[config.mk]
export PLATFORM = sky130hd
export DESIGN_NAME = i2c_master
export DESIGN_NICKNAME = d
export VERILOG_FILES = /design/src/common/i2c_master_pkg.sv /design/src/verilog/i2c_master.sv
export SDC_FILE = /design/constraint.sdc
export NUM_CORES = 1
export LEC_CHECK = 0
export ABC_CLOCK_PERIOD_IN_PS = 1700
export BUFFER_PORTS_ARGS = -buffer_cell sky130_fd_sc_hd__buf_2
export CAP_MARGIN = 20
export CORE_MARGIN = 4
export CORE_UTILIZATION = 50
export DETAILED_ROUTE_END_ITERATION = 16
export PLACE_DENSITY = 0.86
export SYNTH_ARGS = -nofsm -noshare
export SYNTH_HDL_FRONTEND = slang
export SYNTH_SLANG_ARGS = --single-unit
[constraint.sdc]
create_clock -name clk_sys -period 1.7 [get_ports clk_sys]
set_input_delay 0 -clock clk_sys [delete_from_list [all_inputs] [get_ports clk_sys]]
set_output_delay 0 -clock clk_sys [all_outputs]
set_load 0.005 [all_outputs]
[src/common/i2c_master_pkg.sv]
// Constants, register map and types of the single-master I2C controller.
package i2c_master_pkg;

    // ------------------------------------------------------------------
    // Register map (byte addresses, one 32-bit word each)
    // ------------------------------------------------------------------
    localparam int ADDR_W = 5;
    localparam logic [4:0] ADDR_DATA = 5'h00;
    localparam logic [4:0] ADDR_CTRL = 5'h04;
    localparam logic [4:0] ADDR_STAT = 5'h08;
    localparam logic [4:0] ADDR_IRQ_STAT = 5'h0C;
    localparam logic [4:0] ADDR_IRQ_MASK = 5'h10;
    localparam logic [4:0] ADDR_SLAVE = 5'h14;
    localparam int BUS_W = 32;
    localparam int BYTE_W = 8;
    localparam int SLAVE_W = 10;

    // ------------------------------------------------------------------
    // Interrupt bit positions
    // ------------------------------------------------------------------
    localparam int IRQ_W = 3;
    localparam int IRQ_NACK = 0;
    localparam int IRQ_RX = 1;
    localparam int IRQ_TX = 2;

    // ------------------------------------------------------------------
    // Protocol constants
    // ------------------------------------------------------------------
    localparam logic [4:0] TEN_BIT_PREFIX = 5'h1E;
    localparam logic [3:0] ACK_BIT = 4'h8;
    localparam logic [1:0] STEP_FIRST = 2'h0;
    localparam logic [1:0] STEP_SECOND = 2'h1;
    localparam logic [1:0] STEP_READ_HDR = 2'h2;
    localparam logic [1:0] PH_SAMPLE = 2'h2;
    localparam logic [1:0] PH_LAST = 2'h3;

    // ------------------------------------------------------------------
    // Timing: 100 kHz bit time split into four quarter phases
    // ------------------------------------------------------------------
    localparam int CLK_PERIOD_NS = 20;
    localparam int BIT_TIME_NS = 10000;
    localparam int QUARTER_CYCLES_DEFAULT =
        (BIT_TIME_NS + 4 * CLK_PERIOD_NS - 1) / (4 * CLK_PERIOD_NS);
    localparam int DIV_W = 16;

    // ------------------------------------------------------------------
    // Types
    // ------------------------------------------------------------------
    typedef struct packed {
        logic ten_bit;
        logic dir_read;
        logic transmit_irq_enable;
        logic nak_last;
        logic stop_req;
        logic start_req;
    } ctrl_t;
    localparam int CTRL_W = 6;
    localparam ctrl_t CTRL_RESET = ctrl_t'(6'h00);

    typedef struct packed {
        logic tx_full;
        logic rx_data_full_flag;
        logic busy;
        logic ack;
    } status_t;
    localparam int STAT_W = 4;

    typedef enum logic [2:0] {
        ST_IDLE = 3'b000,
        ST_START = 3'b001,
        ST_SEND = 3'b010,
        ST_RECV = 3'b011,
        ST_HOLD = 3'b100,
        ST_RSTART = 3'b101,
        ST_STOP = 3'b110
    } state_t;

endpackage

[src/verilog/i2c_master.sv]
// Single-master I2C controller with an Avalon-MM register slave.
`timescale 1ns/100ps
module i2c_master
    import i2c_master_pkg::*;
#(
    parameter int QUARTER_CYCLES = QUARTER_CYCLES_DEFAULT
) (
    input wire logic clk_sys,
    input wire logic reset,
    input wire logic [ADDR_W-1:0] avs_address,
    input wire logic avs_read,
    input wire logic avs_write,
    input wire logic [BUS_W-1:0] avs_writedata,
    output logic [BUS_W-1:0] avs_readdata,
    output logic avs_waitrequest,
    output logic irq,
    input wire logic scl_in,
    output logic scl_out,
    output logic scl_oe,
    input wire logic sda_in,
    output logic sda_out,
    output logic sda_oe
);

    // The divider must reach at least one cycle and fit its counter.
    if (QUARTER_CYCLES < 1 || QUARTER_CYCLES >= (1 << DIV_W)) begin
        $error("QUARTER_CYCLES out of range");
    end

    localparam logic [DIV_W-1:0] DIV_RELOAD = DIV_W'(QUARTER_CYCLES - 1);

    // ------------------------------------------------------------------
    // Pin synchronisers
    // ------------------------------------------------------------------
    logic [2:0] scl_sync, next_scl_sync;
    logic [2:0] sda_sync, next_sda_sync;
    logic scl_level, next_scl_level;
    logic sda_level, next_sda_level;

    // A level is only accepted once the second and third stages agree.
    always_comb begin
        next_scl_sync = {scl_sync[1:0], scl_in};
        next_sda_sync = {sda_sync[1:0], sda_in};
        next_scl_level = scl_level;
        next_sda_level = sda_level;
        if (scl_sync[2] == scl_sync[1]) begin
            next_scl_level = scl_sync[2];
        end
        if (sda_sync[2] == sda_sync[1]) begin
            next_sda_level = sda_sync[2];
        end
    end

    always_ff @(posedge clk_sys) begin
        if (reset) begin
            scl_sync <= 3'h7;
            sda_sync <= 3'h7;
            scl_level <= 1'b1;
            sda_level <= 1'b1;
        end else begin
            scl_sync <= next_scl_sync;
            sda_sync <= next_sda_sync;
            scl_level <= next_scl_level;
            sda_level <= next_sda_level;
        end
    end

    // ------------------------------------------------------------------
    // State of registers and bit engine
    // ------------------------------------------------------------------
    ctrl_t ctrl, next_ctrl;
    logic [SLAVE_W-1:0] slave_addr, next_slave_addr;
    logic [BYTE_W-1:0] tx_data, next_tx_data;
    logic [BYTE_W-1:0] rx_data, next_rx_data;
    status_t stat, next_stat;
    logic [IRQ_W-1:0] irq_status, next_irq_status;
    logic [IRQ_W-1:0] irq_mask, next_irq_mask;
    logic [IRQ_W-1:0] irq_set;
    logic nack_done;
    logic [BUS_W-1:0] next_readdata;
    logic next_waitrequest, next_irq;
    state_t state, next_state;
    logic [1:0] phase, next_phase;
    logic [3:0] bitcnt, next_bitcnt;
    logic [BYTE_W-1:0] shreg, next_shreg;
    logic [1:0] step, next_step;
    logic in_data, next_in_data;
    logic [DIV_W-1:0] div, next_div;
    logic next_scl_oe, next_sda_oe;
    logic tick, bit_end, bus_req, take_wr, take_rd;

    assign tick = (div == '0);
    assign bus_req = avs_read | avs_write;
    assign take_wr = avs_write & ~avs_waitrequest;
    assign take_rd = avs_read & ~avs_waitrequest;
    // The high half of a bit is held until the wire really reads high.
    assign bit_end = tick & (phase == PH_LAST);

    // ------------------------------------------------------------------
    // Avalon-MM slave and interrupt logic
    // ------------------------------------------------------------------
    // Every access waits one cycle, so read data is registered cleanly.
    always_comb begin
        next_waitrequest = ~(bus_req & avs_waitrequest);
        next_readdata = avs_readdata;
        if (avs_read & avs_waitrequest) begin
            case (avs_address)
                ADDR_DATA: next_readdata = BUS_W'(rx_data);
                ADDR_CTRL: next_readdata = BUS_W'(ctrl);
                ADDR_STAT: next_readdata = BUS_W'(stat);
                ADDR_IRQ_STAT: next_readdata = BUS_W'(irq_status);
                ADDR_IRQ_MASK: next_readdata = BUS_W'(irq_mask);
                ADDR_SLAVE: next_readdata = BUS_W'(slave_addr);
                default: next_readdata = '0;
            endcase
        end
        next_irq_mask = irq_mask;
        next_slave_addr = slave_addr;
        next_tx_data = tx_data;
        if (take_wr && avs_address == ADDR_IRQ_MASK) begin
            next_irq_mask = avs_writedata[IRQ_W-1:0];
        end
        if (take_wr && avs_address == ADDR_SLAVE) begin
            next_slave_addr = avs_writedata[SLAVE_W-1:0];
        end
        if (take_wr && avs_address == ADDR_DATA) begin
            next_tx_data = avs_writedata[BYTE_W-1:0];
        end
        // Write one to clear; a new event in the same cycle still sets.
        next_irq_status = irq_status;
        if (take_wr && avs_address == ADDR_IRQ_STAT) begin
            next_irq_status = irq_status & ~avs_writedata[IRQ_W-1:0];
        end
        if (nack_done) begin
            next_irq_status[IRQ_NACK] = 1'b0;
        end
        next_irq_status = next_irq_status | irq_set;
        next_irq = |(next_irq_status & next_irq_mask);
    end

    always_ff @(posedge clk_sys) begin
        if (reset) begin
            avs_readdata <= '0;
            avs_waitrequest <= 1'b1;
            irq_status <= '0;
            irq_mask <= '0;
            slave_addr <= '0;
            tx_data <= '0;
            irq <= 1'b0;
        end else begin
            avs_readdata <= next_readdata;
            avs_waitrequest <= next_waitrequest;
            irq_status <= next_irq_status;
            irq_mask <= next_irq_mask;
            slave_addr <= next_slave_addr;
            tx_data <= next_tx_data;
            irq <= next_irq;
        end
    end

    // ------------------------------------------------------------------
    // Master sequencer; there is no slave or arbitration path at all
    // ------------------------------------------------------------------
    // One process keeps control bits and the engine consistent, since the
    // engine clears bits that software also writes.
    always_comb begin
        next_ctrl = ctrl;
        next_stat = stat;
        next_rx_data = rx_data;
        next_state = state;
        next_phase = phase;
        next_bitcnt = bitcnt;
        next_shreg = shreg;
        next_step = step;
        next_in_data = in_data;
        next_div = tick ? DIV_RELOAD : div - 1'b1;
        irq_set = '0;
        nack_done = 1'b0;
        next_scl_oe = 1'b0;
        next_sda_oe = 1'b0;
        // Hold the quarter counter while a slave stretches SCL.
        if (tick && !(phase == PH_SAMPLE && !scl_level)) begin
            next_phase = phase + 1'b1;
        end else if (tick) begin
            next_div = '0;
        end
        case (state)
            ST_IDLE: begin
                // Reloading here gives the first quarter of a frame full length.
                next_div = DIV_RELOAD;
                next_phase = '0;
                next_ctrl.stop_req = 1'b0;
                if (ctrl.start_req) begin
                    next_state = ST_START;
                    next_stat.busy = 1'b1;
                    next_stat.ack = 1'b0;
                end
            end
            ST_START, ST_RSTART: begin
                next_scl_oe = (phase == '0) || (phase == PH_LAST);
                next_sda_oe = (phase >= PH_SAMPLE);
                if (bit_end) begin
                    next_state = ST_SEND;
                    next_bitcnt = '0;
                    next_in_data = 1'b0;
                    next_ctrl.start_req = 1'b0;
                    if (state == ST_RSTART) begin
                        next_step = STEP_READ_HDR;
                        next_shreg = {TEN_BIT_PREFIX, slave_addr[9:8],
                                      1'b1};
                    end else if (ctrl.ten_bit) begin
                        next_step = STEP_FIRST;
                        next_shreg = {TEN_BIT_PREFIX, slave_addr[9:8],
                                      1'b0};
                    end else begin
                        next_step = STEP_FIRST;
                        next_shreg = {slave_addr[6:0],
                                      ctrl.dir_read};
                    end
                end
            end
            ST_SEND: begin
                next_scl_oe = (phase < PH_SAMPLE);
                // SDA moves one quarter after SCL falls, never on that edge.
                next_sda_oe = (phase == '0) ? sda_oe :
                              ((bitcnt != ACK_BIT) && !shreg[BYTE_W-1]);
                if (tick && phase == PH_SAMPLE && scl_level &&
                    bitcnt == ACK_BIT) begin
                    next_stat.ack = ~sda_level;
                end
                if (bit_end && bitcnt != ACK_BIT) begin
                    next_shreg = {shreg[BYTE_W-2:0], 1'b0};
                    next_bitcnt = bitcnt + 1'b1;
                end else if (bit_end) begin
                    next_state = ST_HOLD;
                    if (!stat.ack) begin
                        irq_set[IRQ_NACK] = 1'b1;
                    end else if (!in_data && ctrl.ten_bit &&
                                 step == STEP_FIRST) begin
                        next_state = ST_SEND;
                        next_step = STEP_SECOND;
                        next_bitcnt = '0;
                        next_shreg = slave_addr[BYTE_W-1:0];
                    end else if (!in_data && step == STEP_SECOND &&
                                 ctrl.dir_read) begin
                        next_state = ST_RSTART;
                        next_phase = '0;
                    end else begin
                        next_in_data = 1'b1;
                    end
                end
            end
            ST_RECV: begin
                next_scl_oe = (phase < PH_SAMPLE);
                next_sda_oe = (phase == '0) ? sda_oe :
                              ((bitcnt == ACK_BIT) && !ctrl.nak_last);
                if (tick && phase == PH_SAMPLE && scl_level &&
                    bitcnt != ACK_BIT) begin
                    next_shreg = {shreg[BYTE_W-2:0], sda_level};
                end
                if (bit_end && bitcnt != ACK_BIT) begin
                    next_bitcnt = bitcnt + 1'b1;
                end else if (bit_end) begin
                    next_state = ST_HOLD;
                    next_rx_data = shreg;
                    next_stat.rx_data_full_flag = 1'b1;
                    irq_set[IRQ_RX] = 1'b1;
                    if (ctrl.nak_last) begin
                        irq_set[IRQ_NACK] = 1'b1;
                        next_in_data = 1'b0;
                    end
                end
            end
            ST_HOLD: begin
                // SCL is held low, so the slave waits while software acts.
                // SDA keeps its level, so it never changes as SCL falls.
                next_scl_oe = 1'b1;
                next_sda_oe = sda_oe;
                next_phase = '0;
                next_bitcnt = '0;
                if (in_data && !ctrl.dir_read && !stat.tx_full &&
                    ctrl.transmit_irq_enable) begin
                    irq_set[IRQ_TX] = 1'b1;
                end
                if (ctrl.stop_req) begin
                    next_state = ST_STOP;
                end else if (ctrl.start_req) begin
                    next_state = ST_RSTART;
                end else if (in_data && stat.ack && ctrl.dir_read &&
                             !stat.rx_data_full_flag) begin
                    next_state = ST_RECV;
                end else if (in_data && stat.ack && !ctrl.dir_read &&
                             stat.tx_full) begin
                    next_state = ST_SEND;
                    next_shreg = tx_data;
                    next_stat.tx_full = 1'b0;
                end
            end
            ST_STOP: begin
                next_scl_oe = (phase == '0);
                next_sda_oe = (phase < PH_SAMPLE);
                if (bit_end) begin
                    next_state = ST_IDLE;
                    next_ctrl.stop_req = 1'b0;
                    nack_done = 1'b1;
                    next_stat.busy = 1'b0;
                    next_in_data = 1'b0;
                end
            end
            default: begin
                next_state = ST_IDLE;
            end
        endcase
        // Software writes come last, so a set in the same cycle wins.
        if (take_wr && avs_address == ADDR_CTRL) begin
            next_ctrl = ctrl_t'(avs_writedata[CTRL_W-1:0]);
        end
        if (take_wr && avs_address == ADDR_DATA) begin
            next_stat.tx_full = 1'b1;
        end
        // A byte landing in the same cycle as the read keeps the flag set.
        if (take_rd && avs_address == ADDR_DATA &&
            !(state == ST_RECV && bit_end)) begin
            next_stat.rx_data_full_flag = 1'b0;
        end
    end

    always_ff @(posedge clk_sys) begin
        if (reset) begin
            ctrl <= CTRL_RESET;
            stat <= '0;
            rx_data <= '0;
            state <= ST_IDLE;
            phase <= '0;
            bitcnt <= '0;
            shreg <= '0;
            step <= STEP_FIRST;
            in_data <= 1'b0;
            div <= '0;
            scl_oe <= 1'b0;
            sda_oe <= 1'b0;
            scl_out <= 1'b0;
            sda_out <= 1'b0;
        end else begin
            ctrl <= next_ctrl;
            stat <= next_stat;
            rx_data <= next_rx_data;
            state <= next_state;
            phase <= next_phase;
            bitcnt <= next_bitcnt;
            shreg <= next_shreg;
            step <= next_step;
            in_data <= next_in_data;
            div <= next_div;
            scl_oe <= next_scl_oe;
            sda_oe <= next_sda_oe;
            scl_out <= 1'b0;
            sda_out <= 1'b0;
        end
    end

endmodule
Yosys cells after proc, flatten, opt, wreduce, memory -nomap -nowiden:

Cells that the tools add are included.

* register bits after elaboration: 122
* input port bits: 43
* output and inout port bits: 38

* add/sub/neg operators: 3
* magnitude comparators: 2
* eq/ne operators: 48
* muxes and demuxes: 96
* bitwise logic cells: 15
* reduce and logical (&&, ||, !) cells: 73

Operators with widths (count)
* $mux 8: 12
* $pmux 10 s6: 1
* $mux 16: 3
* $mux 3: 15
* $ne 2x2->1 const B: 21
* $mux 2: 16
* $pmux 8 s4: 1
* $mux 1: 30
* $logic_and 1x1->1: 29
* $mux 4: 6
* $reduce_and 10->1: 2
* $pmux 3 s6: 1
* $logic_not 16->1: 1
* $pmux 4 s4: 1
* $sub 16x1->16 const B: 1
* $reduce_bool 2->1: 7
* $ne 3x3->1 const B: 4
* $reduce_and 3->1: 4
* $reduce_and 6->1: 2
* $eq 5x4->1 const B: 2
* $eq 5x5->1 const B: 2
* $reduce_or 2->1: 5
* $eq 3x3->1 const B: 3
* $logic_not 1->1: 9
* other kinds (36): 59

Logic depth before layout (Yosys ltp):

Gate-level depths: netlist of run 1.

* depth after elaboration: 11
* mapped depth: 9
* mapped depth without buffers: 8

Least setup slack after synthesis of run 1:

No wires, ideal clock.

* path kind: reg2reg
* from: register phase[1]
* to: register shreg[3]
* setup time: 0.116 ns
* data arrival time: 1.693 ns
* path slack: -0.109 ns
* stages on the path, launching flop included: 8
* clock period less this slack: 1.809 ns
* cells stage by stage: dfxtp_1 ha_1 nor4b_2 nand4_1 nor2_1 mux2i_1 o21ai_0 o211a_1

* longest elaborated chain between the ends: 6

Ends and longest elaborated chain
* from (decl): RTL line i2c_master.sv:83 `logic [1:0] phase, next_phase;`
* from (signal assigned): RTL line i2c_master.sv:349 `phase <= next_phase;`
* $eq 2x2->1: RTL line i2c_master.sv:257 `if (tick && phase == PH_SAMPLE && scl_level &&`
* $logic_and 1x1->1 (3 in a row): RTL line i2c_master.sv:257
* $ne 2x2->1 (no line)
* $reduce_and 10->1 (no line)
* to (signal assigned): RTL line i2c_master.sv:351 `shreg <= next_shreg;`
* to (decl): RTL line i2c_master.sv:85 `logic [BYTE_W-1:0] shreg, next_shreg;`

Parallel ways exist; a longest one is shown, timed or not.
A chain may end at the register's enable or synchronous reset.

Worst setup path after layout of run 1:

* from: register div[0]
* to: register shreg[4]

* longest elaborated chain between the ends: 6

Ends and longest elaborated chain
* from (decl): RTL line i2c_master.sv:88 `logic [DIV_W-1:0] div, next_div;`
* from (signal assigned): RTL line i2c_master.sv:354 `div <= next_div;`
* $logic_not 16->1 *: RTL line i2c_master.sv:92 `assign tick = (div == '0);`
* $logic_and 1x1->1 (3 in a row): RTL line i2c_master.sv:257
* $ne 2x2->1 (no line)
* $reduce_and 10->1 (no line)

Mark *: on every way between the ends. The rest lies on a longest branch, timed or not.

==> run summary, run 1 <==
Synth Flop Type = dfxtp_1
post-synthesis average cell area = 8.19 um^2
Skew-Pair Late Insertion Delay = 380 ps
CTS tree = built
pwr dens = 1030 nW/um^2
# nets final = 821
Starting Density = 52.2%
Max Slew Vio Count = 0
Place WS = -361 ps
synthesis-to-layout area growth = 35.1%
WP data required = 1980 ps
total wire length = 17,700 um
CTS H-tree depth = 3
IO buf count = 34
ANT nets after route = 0
# DRC = 0
cell count after synthesis = 632
# clock sinks = 100
DRT Pass-1 Iters = 6
Site Rows = 36
layout cells sized above 1 = 32.6%
diode count = 0
Fillers = 671
largest net degree at the start of global routing = 44
YS warnings = 0
initial antenna violation count = 0
RSZ-0062 raised after global routing = yes
Seq/Total Area, Yosys = 38.7%
first-pass GRT wire length = 26,100 um
Worst Setup End Kind = flip-flop
Design Area, Final = 6990 um^2
critical-path maximum fanout = 7
total number of vias = 5,626
die width = 110 um
Worst Path Class, Setup = reg2reg
GRT overflow = 0
DRT iter0 DRCs = 865
area of the mapped netlist = 5170 um^2
failing checks = setup timing
clk root buf = clkbuf_8
die height = 110 um
Final Hold Viols = 0
most frequent cells in the layout = buf_4, dfxtp_1, nor2_1, nand2_1, a21oi_1
Async SR Flop Fraction = 0%
most common cell after layout, fill and taps aside = buf_4
HPWL Detailed = 11,500 um
Yosys reg bits = 100
CP startpoint kind = flip-flop
final worst slack = -281 ps
Distinct cells, synth = 72
Lkg Pwr = 2.77 nW
Worst Tran Pin Value = 568 ps
status = finished, violations left
TritonCTS Buffers = 9
Worst Path Arrival = 2260 ps
clk slew on worst S/H paths = 110 ps
Max-cap violations = 0
Die Area = 12,000 um^2
# IOs = 81
max_slew headroom = 61.9%
final setup fails = 52
Worst Hold Class = in2reg
maximum clock rate = 505 MHz
Final Cycle Share = 117%
Core ar. = 9910 um^2
Clock Path Buffers = 2
routability cong. = 0.943
vias in the first global route = 5,147
skew final = 15.0 ps
DP Area = 6140 um^2
routed len/inst = 19.4 um
vias per cell = 6.19
Final min period = 1980 ps
worst IR drop on VDD = 626 uV
number of synthesized flops with an enable pin = 0
GRT Resource Usage Total = 27.8%
[path summary, 6_finish.rpt]
path / startpoint / to / slack, ps / depth (start not counted)
max: div[0] / shreg[4] / -280 / 11
min: reset / irq_status[1] / 150 / 3
max reg2reg: div[0] / shreg[4] / -280 / 11
min reg2reg: sda_sync[0] / sda_sync[1] / 420 / 1
[power by group]
part | leakage (nW) | internal (mW) | switching, mW
logic | 1.84 | 1.27 | 1.47
clock network | 0.112 | 0.849 | 0.909
registers | 0.813 | 2.51 | 0.170
[worst max-delay path: stages, from the launching register on]
cell and delay (ps):
dfxtp_2 330, inv_2 90, ha_4 150, nor4b_4 180, buf_4 170, buf_4 110, nand4_4 120, nor3_4 280
o21ai_4 140, buf_12 160, nand3_2 50, o21ai_1 80
[flip-flops by register name, indices dropped and copies added (netlist names), 4 cells and up]
name	flops
avs_readdata	10
bitcnt	4
tx_data	8
slave_addr	10
stat	4
rx_data	8
shreg	8
ctrl	6
div	16
[layer usage]
metal	track usage, %	vias up	share of wire [%]
li1	-	2456	-
met1	35.8	2626	38
met2	45.6	449	47
met3	4.99	95	11
met4	11.8	0	4.4
met5	0	-	0
[synth_stat cells (all sizes together), types with 2 or more instances]
cell	number	area [um^2]
dfxtp	100	2000
nor2	84	318
nand2	66	250
a21oi	61	305
buf	38	265
o21ai	25	133
mux2i	23	230
nand3	22	110
clkbuf	20	75.1
nor3	20	121
inv	16	60.1
nor2b	11	68.8
o22ai	11	68.8
xnor2	10	87.6
a22oi	8	60.1
or2	8	50.1
ha	7	87.6
nand2b	7	43.8
nand4	6	58.8
nor3b	6	56.3
nor4	6	73.8
o311ai	6	52.6
xor2	6	52.6
a211oi	5	37.5
a31oi	5	31.3
and3	4	30.0
o211ai	4	30.0
or3	4	25.0
a222oi	3	30.0
a32oi	3	26.3
and2	3	18.8
mux2	3	33.8
nor4b	3	47.5
o31ai	3	22.5
or3b	3	26.3
nand3b	2	15.0
o21a	2	15.0
o22a	2	17.5
or4	2	15.0
[final cells by class]
class | count | area, um^2 | share of cell area (%)
multi-input combinational | 480 | 3230 | 46.2
sequential | 100 | 2020 | 28.8
timing repair buffer | 163 | 1290 | 18.5
tap | 133 | 166 | 2.38
clock buffer | 10 | 128 | 1.83
clock inverter | 6 | 95.1 | 1.36
inverter | 17 | 63.8 | 0.913
[cell families (layout without fill, tap and decap cells)]
family	Yosys count	count (layout)	share of synthesized area, %
other	1	24	0.0725
adders and majority gates	7	7	1.69
and+or+nand+nor	261	261	26.5
AOI/OAI and AO/OA	146	146	17.4
DFF	100	100	38.7
xor gates and xnor gates	16	16	2.71
buffers and inverters	75	196	7.81
muxes	26	26	5.10
[metrics by stage]
step	cells	power, mW	hold slack (ps)	setup TNS (ps)	util, %
5_1_grt	909	7.41	142	-13310	70.5
3_3_place_gp	865	4.72	184	-3600	62.0
6_report	909	7.18	148	-9120	70.5
2_1_floorplan	655	3.96	104	-431	-
3_5_place_dp	865	4.83	192	-6290	62.0
4_1_cts	900	6.71	110	-3380	67.7
[repair_timing]
| item | in CTS | in global routing |
|---|---|---|
| resized for setup | 44 | 48 |
| gates cloned | 0 | 0 |
| endpoints found under the setup margin | 38 | 49 |
| endpoints found under the hold margin | 35 | 0 |
| pin swaps | 24 | 37 |
| hold buffers | 17 | 0 |
| setup buffers | 3 | 12 |
No activity file was read; power rests on OpenSTA's default activity.
==> run 2: changes to the inputs <==
--- a/config.mk
+++ b/config.mk
@@ -9,9 +9,10 @@
 export BUFFER_PORTS_ARGS = -buffer_cell sky130_fd_sc_hd__buf_2
 export CAP_MARGIN = 20
 export CORE_MARGIN = 4
-export CORE_UTILIZATION = 50
+export CORE_UTILIZATION = 51
 export DETAILED_ROUTE_END_ITERATION = 16
-export PLACE_DENSITY = 0.86
+export PLACE_DENSITY = 0.87
+export SLEW_MARGIN = 20
 export SYNTH_ARGS = -nofsm -noshare
 export SYNTH_HDL_FRONTEND = slang
 export SYNTH_SLANG_ARGS = --single-unit
==> run summary, run 2 (same netlist as run 1, synthesis figures left out) <==
vias per cell = 6.14
Site Rows = 36
maximum clock rate = 458 MHz
Finished Core Util = 71.5%
CP Buf/Inv Count = 2
initial antenna violation count = 0
total number of vias = 5,645
synthesis-to-layout area growth = 35.7%
GRT Resource Usage Total = 28.2%
most common cell after layout, fill and taps aside = buf_4
Seq pwr share = 38.5%
Largest register FFs = 16
routed len/inst = 19.1 um
Clock Path Buffers = 2
# nets final = 832
final setup fails = 52
CTS tree = built
pwr dens = 982 nW/um^2
Final Hold Viols = 0
register area = 2010 um^2
critical-path maximum fanout = 3
WP data required = 1960 ps
P_int = 4.42 mW
RSZ-0062 raised after global routing = yes
Worst Path Class, Setup = reg2reg
Design Area, Final = 7020 um^2
layout cells sized above 1 = 34.6%
final worst slack = -481 ps
Final min period = 2180 ps
# clock sinks = 100
largest net degree at the start of global routing = 42
max_slew headroom = 61.5%
clk slew on worst S/H paths = 110 ps
most frequent cells in the layout = buf_4, dfxtp_1, nor2_1, nand2_1, a21oi_1
worst IR drop on VDD = 973 uV
# IOs = 81
multi-input gate area in the final layout = 3230 um^2
Worst Tran Pin Value = 574 ps
CP peak stage delay = 370 ps
Top reg by flops = div
HPWL Detailed = 11,100 um
status = finished, violations left
biggest regs = div x16, avs_readdata x10, slave_addr x10
# DRC = 0
DP Area = 6180 um^2
Die Area = 11,800 um^2
Max Slew Vio Count = 0
Worst Setup End Kind = flip-flop
DRT iter0 DRCs = 763
GRT overflow = 0
delay-heaviest family, CP = simple AND/OR/NAND/NOR gates
TritonCTS Buffers = 9
IO buf count = 34
skew final = 11.8 ps
Worst Hold Class = in2reg
first-pass GRT wire length = 26,500 um
Place WS = -263 ps
CP cell instances = ha_1, nor4b_2, buf_4, nand4_1, buf_4, nor4_4, nor2_1, o21ai_2, nor2_1
Skew-Pair Late Insertion Delay = 380 ps
die height = 109 um
diode count = 0
CP startpoint kind = flip-flop
Core ar. = 9820 um^2
die width = 109 um
CTS H-tree depth = 3
combinational share of power = 38.5%
total wire length = 17,500 um
Starting Density = 52.7%
failing checks = setup timing
ANT nets after route = 0
Fillers = 664
Lkg Pwr = 2.83 nW
Worst path slowest cell = dfxtp_2
Clock Power Share = 23.0%
Net Sw Frac = 35.9%
Switch Pwr = 2.48 mW
routability cong. = 0.962
Max-cap violations = 0
Final Cycle Share = 128%
DRT Pass-1 Iters = 7
clk root buf = clkbuf_8
vias in the first global route = 5,366
Worst Path Arrival = 2440 ps
-- run 2: worst reg2reg max path, cell delays in order (launching register included) --
cell     delay, ps
dfxtp_2        370
ha_1           160
nor4b_2        240
buf_4          190
nand4_1        160
buf_4          210
nor4_4         240
nor2_1         110
o21ai_2        250
nor2_1         120
-- run 2: area by class of cell --
type / instances / share of cell area [%]
multi-input cells: 480 / 46.0
flip-flops and latches: 100 / 28.6
repair buffers: 174 / 19.3
well taps: 133 / 2.37
clock buffers: 9 / 1.76
clock inverters: 7 / 1.09
inverters: 17 / 0.909
-- run 2: metal layers --
metal	up-vias	track usage, %	routed length (um)
met4	0	12.7	1020
met5	-	0	0
li1	2477	-	-
met1	2631	35.8	6490
met2	405	45.8	8200
met3	132	6.10	1820
-- run 2: final timing paths --
| kind | startpoint | to | slack (ps) | cells past startpoint |
|---|---|---|---|---|
| worst max-delay path | phase[0] | bitcnt[2] | -480 | 9 |
| worst min-delay path | reset | tx_data[5] | 80 | 2 |
| worst max register to register | phase[0] | bitcnt[2] | -480 | 9 |
| worst min register to register | sda_sync[0] | sda_sync[1] | 420 | 1 |
-- run 2: repair_timing --
item                                    4_1_cts  5_1_grt
cloned                                        0        0
hold buffers                                 15        0
hold endpoints to repair                     30        0
pin swaps                                    20       18
endpoints found under the setup margin       44       56
resized for setup                            59       34
setup buffers                                11        6
-- run 2: power by group through the flow --
stage	combinational, mW	clock (mW)	sequential (mW)
6_report	2.66	1.58	2.65
2_1_floorplan	1.27	0	2.69
3_5_place_dp	2.14	0	2.69
3_3_place_gp	2.05	0	2.69
4_1_cts	2.39	1.58	2.64
5_1_grt	2.81	1.70	2.66
-- run 2: per-stage QoR --
step           hold slack, ps  total power [mW]  std cells  setup TNS, ps
2_1_floorplan             104              3.96        655           -431
3_3_place_gp              182              4.74        874          -4490
3_5_place_dp              188              4.83        874          -6810
4_1_cts                  43.5              6.62        914          -4450
5_1_grt                  81.9              7.17        920         -12280
6_report                 78.7              6.89        920         -11010
